File: config.mk
export PLATFORM = sky130hd
export DESIGN_NAME = vtpi_ctrl
export DESIGN_NICKNAME = d
export VERILOG_FILES = /design/src/inc/vtpi_pkg.sv /design/src/hdl/vtpi_ctrl.sv
export SDC_FILE = /design/constraint.sdc
export NUM_CORES = 1
export LEC_CHECK = 0
export BUFFER_PORTS_ARGS = -buffer_cell sky130_fd_sc_hd__buf_2
export CAP_MARGIN = 20
export CORE_MARGIN = 2
export CORE_UTILIZATION = 48
export CTS_CLUSTER_DIAMETER = 80
export DETAILED_ROUTE_END_ITERATION = 16
export PLACE_DENSITY_LB_ADDON = 0.25
export SETUP_SLACK_MARGIN = 0.5
export SLEW_MARGIN = 20
export SYNTH_ARGS = -nofsm -noshare
export SYNTH_HDL_FRONTEND = slang
export SYNTH_SLANG_ARGS = --single-unit
export TNS_END_PERCENT = 50
File: constraint.sdc
create_clock -name mclk -period 2 [get_ports mclk]
set_clock_uncertainty 0.15 [all_clocks]
set_input_delay 0.4 -clock mclk [delete_from_list [all_inputs] [get_ports mclk]]
set_output_delay 0.4 -clock mclk [all_outputs]
set_load 0.05 [all_outputs]
File: src/inc/vtpi_pkg.sv
// Constants for the vector table and pin interrupt block
package vtpi_pkg;
  // Vector numbering, one word per entry
  localparam int NUM_VEC = 19;
  localparam int VEC_W = 5;
  localparam logic [4:0] VEC_RESET = 5'h00;
  localparam logic [4:0] VEC_EXT_A = 5'h01;
  localparam logic [4:0] VEC_PCHG = 5'h02;
  localparam logic [4:0] VEC_FT_MA = 5'h03;
  localparam logic [4:0] VEC_FT_MB = 5'h04;
  localparam logic [4:0] VEC_FT_OVF = 5'h05;
  localparam logic [4:0] VEC_GT_OVF = 5'h06;
  localparam logic [4:0] VEC_EXT_B = 5'h0D;
  localparam logic [4:0] VEC_GT_MA = 5'h0E;
  localparam logic [4:0] VEC_GT_MB = 5'h0F;
  localparam logic [4:0] VEC_CAPT = 5'h10;
  localparam logic [4:0] VEC_FT_MD = 5'h11;
  localparam logic [4:0] VEC_FAULT = 5'h12;
  localparam logic [4:0] VEC_LAST = 5'h12;
  // Vectors fed straight from peripheral request lines
  localparam logic [18:0] PERIPH_MASK = 19'h7DFF8;

  // Register addresses
  localparam logic [7:0] ADDR_CORE_CTRL = 8'h35;
  localparam logic [7:0] ADDR_IRQ_EN = 8'h3B;
  localparam logic [7:0] ADDR_IRQ_FLAG = 8'h3A;
  localparam logic [7:0] ADDR_PC_MASK_LO = 8'h23;
  localparam logic [7:0] ADDR_PC_MASK_HI = 8'h22;

  // Field positions
  localparam int EN_B = 7;
  localparam int EN_A = 6;
  localparam int EN_PC_HI = 5;
  localparam int EN_PC_LO = 4;
  localparam int FLAG_B = 7;
  localparam int FLAG_A = 6;
  localparam int FLAG_PC = 5;
  localparam int PC_LO_GRP_FIRST = 8;
  localparam int PC_LO_GRP_LAST = 11;
  localparam int PC_PINS = 16;

  // Reset values and writable bits
  localparam logic [7:0] CORE_CTRL_RST = 8'h00;
  localparam logic [7:0] CORE_CTRL_WMASK = 8'h7B;
  localparam logic [7:0] IRQ_EN_RST = 8'h00;
  localparam logic [7:0] IRQ_EN_WMASK = 8'hF0;
  localparam logic [7:0] PC_MASK_LO_RST = 8'hC8;
  localparam logic [7:0] PC_MASK_HI_RST = 8'hFF;

  // Sense control encoding
  typedef enum logic [1:0] {
    SENSE_LOW = 2'h0,
    SENSE_ANY = 2'h1,
    SENSE_FALL = 2'h2,
    SENSE_RISE = 2'h3
  } vtpi_sense_e;
endpackage : vtpi_pkg

File: src/hdl/vtpi_ctrl.sv
// Interrupt vector selection and external pin interrupt detection
`timescale 1ns/100ps
`default_nettype none
module vtpi_ctrl
  import vtpi_pkg::*;
(
  // Clock and reset
  input wire logic mclk,
  input wire logic sys_rst,
  // Register port
  input wire logic [7:0] reg_addr,
  input wire logic [7:0] reg_wdata,
  input wire logic reg_wr,
  input wire logic reg_rd,
  output logic [7:0] reg_rdata,
  // Pins, asynchronous
  input wire logic ext_irq_a,
  input wire logic ext_irq_b,
  input wire logic [15:0] pin_change_inputs,
  input wire logic [3:0] reset_cause,
  // Core side
  input wire logic glob_irq_en,
  input wire logic io_clk_run,
  input wire logic irq_ack,
  output logic irq_req,
  output logic [4:0] irq_vec,
  output logic wake_req,
  // Peripheral side
  input wire logic [18:0] periph_req,
  output logic [18:0] periph_ack
);

  // Whole block state
  typedef struct packed {
    logic [1:0] ext_s1;
    logic [1:0] ext_s2;
    logic [1:0] ext_p;
    logic [15:0] pc_s1;
    logic [15:0] pc_s2;
    logic [15:0] pc_p;
    logic [3:0] rc_s1;
    logic [3:0] rc_s2;
    logic [3:0] rc_p;
    logic [7:0] core_ctrl;
    logic [7:0] irq_en;
    logic [15:0] pc_mask;
    logic flag_a;
    logic flag_b;
    logic flag_pc;
    logic rst_pend;
    logic [18:0] pend;
    logic irq_req;
    logic [4:0] irq_vec;
    logic [7:0] rdata;
    logic wake;
  } vtpi_state_s;

  vtpi_state_s st_r;
  vtpi_state_s st_nxt;
  logic [15:0] pc_grp_en;
  logic [15:0] pc_hit;
  logic trig_a;
  logic trig_b;
  logic [18:0] ack_hot;
  vtpi_sense_e sense_r;

  assign sense_r = vtpi_sense_e'(st_r.core_ctrl[1:0]);

  // Group enable per pin change input
  for (genvar i = 0; i < PC_PINS; i++) begin : g_pc
    if (i >= PC_LO_GRP_FIRST && i <= PC_LO_GRP_LAST) begin : g_lo
      assign pc_grp_en[i] = st_r.irq_en[EN_PC_LO];
    end else begin : g_hi
      assign pc_grp_en[i] = st_r.irq_en[EN_PC_HI];
    end
    assign pc_hit[i] = (st_r.pc_s2[i] ^ st_r.pc_p[i]) & st_r.pc_mask[i] & pc_grp_en[i];
  end

  // Edge triggers from sampled pins; pin direction plays no part
  always_comb begin
    trig_a = 1'b0;
    trig_b = 1'b0;
    unique case (sense_r)
      SENSE_ANY: begin
        trig_a = st_r.ext_s2[0] ^ st_r.ext_p[0];
        trig_b = st_r.ext_s2[1] ^ st_r.ext_p[1];
      end
      SENSE_FALL: begin
        trig_a = st_r.ext_p[0] & ~st_r.ext_s2[0];
        trig_b = st_r.ext_p[1] & ~st_r.ext_s2[1];
      end
      SENSE_RISE: begin
        trig_a = ~st_r.ext_p[0] & st_r.ext_s2[0];
        trig_b = ~st_r.ext_p[1] & st_r.ext_s2[1];
      end
      SENSE_LOW: begin
        trig_a = 1'b0;
        trig_b = 1'b0;
      end
    endcase
    trig_a = trig_a & io_clk_run;
    trig_b = trig_b & io_clk_run;
  end

  assign ack_hot = irq_ack ? (19'h00001 << st_r.irq_vec) : 19'h00000;

  // Next state
  always_comb begin
    logic lvl_a;
    logic lvl_b;
    logic wr_flag;
    st_nxt = st_r;
    lvl_a = 1'b0;
    lvl_b = 1'b0;
    wr_flag = reg_wr && (reg_addr == ADDR_IRQ_FLAG);
    // Two-stage sampling of every pin; edges look at stage two only
    st_nxt.ext_s1 = {ext_irq_b, ext_irq_a};
    st_nxt.ext_s2 = st_r.ext_s1;
    st_nxt.ext_p = st_r.ext_s2;
    st_nxt.pc_s1 = pin_change_inputs;
    st_nxt.pc_s2 = st_r.pc_s1;
    st_nxt.pc_p = st_r.pc_s2;
    st_nxt.rc_s1 = reset_cause;
    st_nxt.rc_s2 = st_r.rc_s1;
    st_nxt.rc_p = st_r.rc_s2;
    // Register writes
    if (reg_wr) begin
      unique case (reg_addr)
        ADDR_CORE_CTRL: st_nxt.core_ctrl = reg_wdata & CORE_CTRL_WMASK;
        ADDR_IRQ_EN: st_nxt.irq_en = reg_wdata & IRQ_EN_WMASK;
        ADDR_PC_MASK_LO: st_nxt.pc_mask[7:0] = reg_wdata;
        ADDR_PC_MASK_HI: st_nxt.pc_mask[15:8] = reg_wdata;
        default: ;
      endcase
    end
    // Flags: clear by vector taken or write-one, then set wins
    if ((ack_hot[VEC_EXT_A]) || (wr_flag && reg_wdata[FLAG_A])) begin
      st_nxt.flag_a = 1'b0;
    end
    if ((ack_hot[VEC_EXT_B]) || (wr_flag && reg_wdata[FLAG_B])) begin
      st_nxt.flag_b = 1'b0;
    end
    if ((ack_hot[VEC_PCHG]) || (wr_flag && reg_wdata[FLAG_PC])) begin
      st_nxt.flag_pc = 1'b0;
    end
    if (trig_a) begin
      st_nxt.flag_a = 1'b1;
    end
    if (trig_b) begin
      st_nxt.flag_b = 1'b1;
    end
    // Pin change needs no I/O clock, so no run gating here
    if (|pc_hit) begin
      st_nxt.flag_pc = 1'b1;
    end
    // Level mode keeps both edge flags clear, including after a mode change
    if (st_nxt.core_ctrl[1:0] == SENSE_LOW) begin
      st_nxt.flag_a = 1'b0;
      st_nxt.flag_b = 1'b0;
    end
    // Any reset cause restarts at vector zero
    if (ack_hot[VEC_RESET]) begin
      st_nxt.rst_pend = 1'b0;
    end
    if (|(st_r.rc_s2 & ~st_r.rc_p)) begin
      st_nxt.rst_pend = 1'b1;
    end
    // Level requests follow the live pin; a vanished level asks nothing
    if (st_nxt.core_ctrl[1:0] == SENSE_LOW) begin
      lvl_a = ~st_nxt.ext_s2[0];
      lvl_b = ~st_nxt.ext_s2[1] & io_clk_run;
    end
    // Vector assembly; reset is not gated by the global enable
    st_nxt.pend = periph_req & PERIPH_MASK;
    st_nxt.pend[VEC_EXT_A] = (st_nxt.flag_a | lvl_a) & st_nxt.irq_en[EN_A];
    st_nxt.pend[VEC_PCHG] = st_nxt.flag_pc & (st_nxt.irq_en[EN_PC_HI] | st_nxt.irq_en[EN_PC_LO]);
    st_nxt.pend[VEC_EXT_B] = (st_nxt.flag_b | lvl_b) & st_nxt.irq_en[EN_B];
    st_nxt.pend = glob_irq_en ? st_nxt.pend : 19'h00000;
    st_nxt.pend[VEC_RESET] = st_nxt.rst_pend;
    // Lowest address wins: scan downward so the last hit is the lowest
    st_nxt.irq_req = |st_nxt.pend;
    st_nxt.irq_vec = VEC_RESET;
    for (int v = NUM_VEC - 1; v >= 0; v--) begin
      if (st_nxt.pend[v]) begin
        st_nxt.irq_vec = 5'(v);
      end
    end
    // Wake only matters while the I/O clock is stopped
    st_nxt.wake = ~io_clk_run & ((|pc_hit) | (lvl_a & st_nxt.irq_en[EN_A]));
    // Read data one cycle after the strobe; holes read zero
    st_nxt.rdata = 8'h00;
    if (reg_rd) begin
      unique case (reg_addr)
        ADDR_CORE_CTRL: st_nxt.rdata = st_r.core_ctrl;
        ADDR_IRQ_EN: st_nxt.rdata = st_r.irq_en;
        ADDR_IRQ_FLAG: st_nxt.rdata = {st_r.flag_b, st_r.flag_a, st_r.flag_pc, 5'h00};
        ADDR_PC_MASK_LO: st_nxt.rdata = st_r.pc_mask[7:0];
        ADDR_PC_MASK_HI: st_nxt.rdata = st_r.pc_mask[15:8];
        default: st_nxt.rdata = 8'h00;
      endcase
    end
  end

  // State register
  always_ff @(posedge mclk) begin
    if (sys_rst) begin
      st_r <= '0;
      // External and pin change samplers keep following the pins through reset, so an idle-high pin shows no false edge on release; reset-cause samplers clear
      st_r.ext_s1 <= st_nxt.ext_s1;
      st_r.ext_s2 <= st_nxt.ext_s2;
      st_r.ext_p <= st_nxt.ext_p;
      st_r.pc_s1 <= st_nxt.pc_s1;
      st_r.pc_s2 <= st_nxt.pc_s2;
      st_r.pc_p <= st_nxt.pc_p;
      st_r.core_ctrl <= CORE_CTRL_RST;
      st_r.irq_en <= IRQ_EN_RST;
      st_r.pc_mask <= {PC_MASK_HI_RST, PC_MASK_LO_RST};
      st_r.rst_pend <= 1'b1;
      st_r.pend <= 19'h00001;
      st_r.irq_req <= 1'b1;
      st_r.irq_vec <= VEC_RESET;
    end else begin
      st_r <= st_nxt;
    end
  end

  // Outputs
  assign reg_rdata = st_r.rdata;
  assign irq_req = st_r.irq_req;
  assign irq_vec = st_r.irq_vec;
  assign wake_req = st_r.wake;
  assign periph_ack = ack_hot & PERIPH_MASK;

  // Checks
  a_vec_in_range: assert property (@(posedge mclk) disable iff (sys_rst)
    irq_req |-> (irq_vec <= VEC_LAST))
    else $error("vector beyond table");

  a_boot_vec_zero: assert property (@(posedge mclk) disable iff (sys_rst)
    $fell(sys_rst) |-> (irq_req && irq_vec == VEC_RESET))
    else $error("no reset vector after reset");

  a_level_flag_clr: assert property (@(posedge mclk) disable iff (sys_rst)
    (sense_r == SENSE_LOW) |-> (!st_r.flag_a && !st_r.flag_b))
    else $error("edge flag set in level mode");

  a_fall_sets_a: assert property (@(posedge mclk) disable iff (sys_rst)
    (io_clk_run && sense_r == SENSE_FALL && st_r.ext_p[0] && !st_r.ext_s2[0]
     && !(reg_wr && reg_addr == ADDR_CORE_CTRL)) |=> st_r.flag_a)
    else $error("falling edge lost");

  a_edge_needs_io: assert property (@(posedge mclk) disable iff (sys_rst)
    (!io_clk_run && !st_r.flag_a) |=> !st_r.flag_a)
    else $error("edge seen with I/O clock stopped");

  a_pc_masked_out: assert property (@(posedge mclk) disable iff (sys_rst)
    ((((st_r.pc_s2 ^ st_r.pc_p) & st_r.pc_mask) == 16'h0000) && !st_r.flag_pc) |=> !st_r.flag_pc)
    else $error("masked pin raised pin change flag");

  a_pc_toggle_set: assert property (@(posedge mclk) disable iff (sys_rst)
    (|pc_hit) |=> st_r.flag_pc)
    else $error("enabled toggle lost");

  a_prio_lowest: assert property (@(posedge mclk) disable iff (sys_rst)
    irq_req |-> (st_r.pend[irq_vec] && ((st_r.pend & ((19'h00001 << irq_vec) - 19'h00001)) == 19'h00000)))
    else $error("lower vector pending but not chosen");

  a_ack_clears_a: assert property (@(posedge mclk) disable iff (sys_rst)
    (irq_ack && irq_vec == VEC_EXT_A && !trig_a) |=> !st_r.flag_a)
    else $error("flag survived its vector");

  a_level_request: assert property (@(posedge mclk) disable iff (sys_rst)
    (sense_r == SENSE_LOW && st_r.irq_en[EN_A] && !st_r.ext_s2[0] && $past(glob_irq_en)) |-> st_r.pend[VEC_EXT_A])
    else $error("low level not requesting");

  a_pc_wakes: assert property (@(posedge mclk) disable iff (sys_rst)
    (!io_clk_run && (|pc_hit)) |=> wake_req)
    else $error("pin change did not wake");

  a_cause_restart: assert property (@(posedge mclk) disable iff (sys_rst)
    (|(st_r.rc_s2 & ~st_r.rc_p)) |=> (irq_req && irq_vec == VEC_RESET))
    else $error("reset cause did not request vector zero");

endmodule : vtpi_ctrl
`default_nettype wire

==> results.yml <==
sta:
  final.setup.tns_ps: -2051
  holdWs_ps: 68.65
  rsz0062_at_grt: "yes"
  fin_crit_ps: 2208
  fmax_mhz: 453.0
  final-setup-viol-count: 21
  setup_ws_ps: -207.7
  slew_headroom_pct: 63.01
  period_share_pct: 110.4
  hold_violations: 0
  worst_pin_slew_ps: 547.6
  drv_slew: 0
power_and_ir_drop:
  p_total_w: 0.004308
  power.density_nw_per_um2: 657.2
  ir_worst_vdd_v: 0.0006020
  p_leak_nw: 2.806
synthesis:
  async_flop_share_pct: 0
  synth-seq-cells: 111
  synth-main-ff-cell: "dfxtp_1"
  synthDistinctLibCells: 61
  ys_warn_count: 0
  synth_edf_count: 0
  seq_area_frac_synth_pct: 52.19
  synth_area_per_cell_um2: 10.16
  synthesis.area_um2: 4258
  syn_inst: 419
clock_network:
  clock_sinks: 111
  root_buffer: "clkbuf_8"
  path_clk_slew_ps: 110
  cts_tree: "done"
  clock_latency_ps: 390
  cts_buffers: 9
  htreeDepth: 3
  clockBufferDepth: 2
place:
  place.gp.congestion: 0.9033
  io_buffers: 89
  place_ws_ps: -323.3
  dpl.hpwl_mm: 7.082
routing:
  postRouteWirelength_mm: 12.34
  drc_errors: 0
  wl_per_cell_um: 18.01
  drtPass1Iterations: 4
  drt-initial-drc-count: 219
  vias: 3707
  ant_nets: 0
  via_per_inst: 5.412
grt:
  grt_pass1_vias: 3635
  grt_overflow: 0
  antenna_found_initial: 1
  grt_pass1_wl_mm: 18.07
  grt_max_degree: 36
  grt_usage_pct: 23.75
worst_hold_path:
  worstHoldPathType: "input pin to flip-flop"
floorplanning:
  start_util_pct: 49.06
  die_w_um: 98.19
  core_um2: 8678
  dieArea_um2: 9640
  boundaryPins: 98
  num_rows: 34
  die_y_um: 98.19
critical_path:
  r2r_slack_ps: -210
  cp.arrival_ps: 2350
  cp_max_fo: 3
  criticalPathCategory: "flip-flop to flip-flop"
  start_kind: "flip-flop"
  crit_required_ps: 2140
  critPathCaptureType: "flip-flop"
cells_and_area:
  syn2layout_area_growth_pct: 53.95
  layout-drive-gt1-share_pct: 48.61
  num-nets-final: 639
flow_run:
  maxCapViolCount: 0
outcome:
  status: "finished, violations left"
  failed_checks: "negative setup slack"
cell usage in the layout (no fill, tap or decap), types with 4 or more instances in the layout:
cell type / instances
a211o_1: 11
a21oi_1: 8
a21oi_2: 7
a22oi_1: 6
buf_12: 4
buf_2: 54
buf_4: 42
buf_6: 35
buf_8: 12
clkbuf_8: 9
conb_1: 4
dfxtp_1: 97
dfxtp_2: 10
dfxtp_4: 4
dlygate4sd3_1: 18
inv_1: 17
mux2i_1: 20
nand2_1: 9
nand2b_1: 7
nor2_1: 34
nor2_2: 4
nor2_4: 17
nor2b_1: 13
nor2b_4: 8
nor3_2: 4
nor3_4: 6
o21ai_0: 4
xor2_1: 15
per-stage QoR:
step           utilization (%)  instance area, um^2  cells
3_3_place_gp             59.95                 5202    632
6_report                 75.53                 6555    685
5_1_grt                  75.53                 6555    685
2_1_floorplan                -                 4488    422
4_1_cts                  71.94                 6243    679
3_5_place_dp             59.95                 5202    632
critical path, cell delays in order, from the launching register on:
cell	delay [ps]
dfxtp_4	380
nor4bb_2	420
nand3_1	210
a32oi_2	390
mux2i_4	140
a21oi_2	200
nor4b_2	220
Yosys cell counts, types with 3 or more instances:
| cell type | number | area share (%) |
|---|---|---|
| nand2b_1 | 10 | 1.5 |
| buf_4 | 17 | 3.0 |
| a22oi_1 | 8 | 1.4 |
| dfxtp_1 | 111 | 52 |
| o31ai_1 | 4 | 0.71 |
| nand3_1 | 8 | 0.94 |
| nor3_1 | 8 | 0.94 |
| nor2b_1 | 21 | 3.1 |
| clkbuf_1 | 8 | 0.71 |
| a21oi_1 | 15 | 1.8 |
| nor2_1 | 55 | 4.8 |
| nand2_1 | 12 | 1.1 |
| a211o_1 | 11 | 2.3 |
| ha_1 | 4 | 1.2 |
| inv_1 | 19 | 1.7 |
| o21ai_0 | 6 | 0.71 |
| xor2_1 | 16 | 3.3 |
| mux2i_1 | 23 | 5.4 |
| nand4_1 | 3 | 0.44 |
| mux2_2 | 3 | 0.79 |
| and4bb_2 | 3 | 0.88 |
worst paths after layout:
| path | start | endpoint | cells past startpoint |
|---|---|---|---|
| worst max-delay path | irq_vec[1] | irq_vec[4] | 6 |
| worst min-delay path | reset_cause[0] | st_nxt[74] | 2 |
| worst max register to register | irq_vec[1] | irq_vec[4] | 6 |
| worst min register to register | st_nxt[109] | st_nxt[93] | 0 |
sequential cells by signal, indices dropped and copies added, names as in the netlist:
register / cells
irq_vec: 5
st_nxt: 44
pc_grp_en: 2
st_r: 48
sense_r: 2
irq_req: 1
wake_req: 1
reg_rdata: 8
repair_timing:
action | 4_1_cts | 5_1_grt
cloned | 1 | 0
hold buffers | 18 | 0
pin swaps | 42 | 48
resized for setup | 145 | 60
buffers inserted | 12 | 5
hold endpoints to repair | 18 | 0
setup endpoints to repair | 66 | 60
area by class of cell:
class | instances | area (um^2)
Antenna cell | 1 | 2.502
Clock buffer | 9 | 123.9
Clock inverter | 7 | 112.6
Fill cell | 540 | 2123
Inverter | 20 | 80.08
Multi-Input combinational cell | 263 | 2404
Sequential cell | 111 | 2250
Tap cell | 108 | 135.1
Timing Repair Buffer | 166 | 1448
kinds of logic (layout without fill, tap and decap cells):
family	after synthesis	in the layout	share of synthesized area, %
AOI/OAI and AO/OA	69	69	12.14
xor gates and xnor gates	16	16	3.291
and+or+nand+nor	144	144	19.01
other	1	5	0.08807
buffers and inverters	48	202	5.907
adders and majority gates	4	4	1.175
muxes	26	26	6.200
DFF	111	111	52.19
power breakdown:
group | internal [W] | total [W] | switching [W]
clock | 0.000633 | 0.00149 | 0.000857
sequential | 0.00228 | 0.00233 | 0.0000431
combinational | 0.000236 | 0.000492 | 0.000255
layer usage:
| layer | GRT usage, % | wire length (um) | vias up |
|---|---|---|---|
| met4 | 10.33 | 405 | 0 |
| met5 | 0 | 0 | - |
| met3 | 4.868 | 692 | 37 |
| li1 | - | - | 1751 |
| met2 | 40.52 | 6362 | 172 |
| met1 | 29.15 | 4876 | 1747 |
Power figures use the tool's default switching activity.
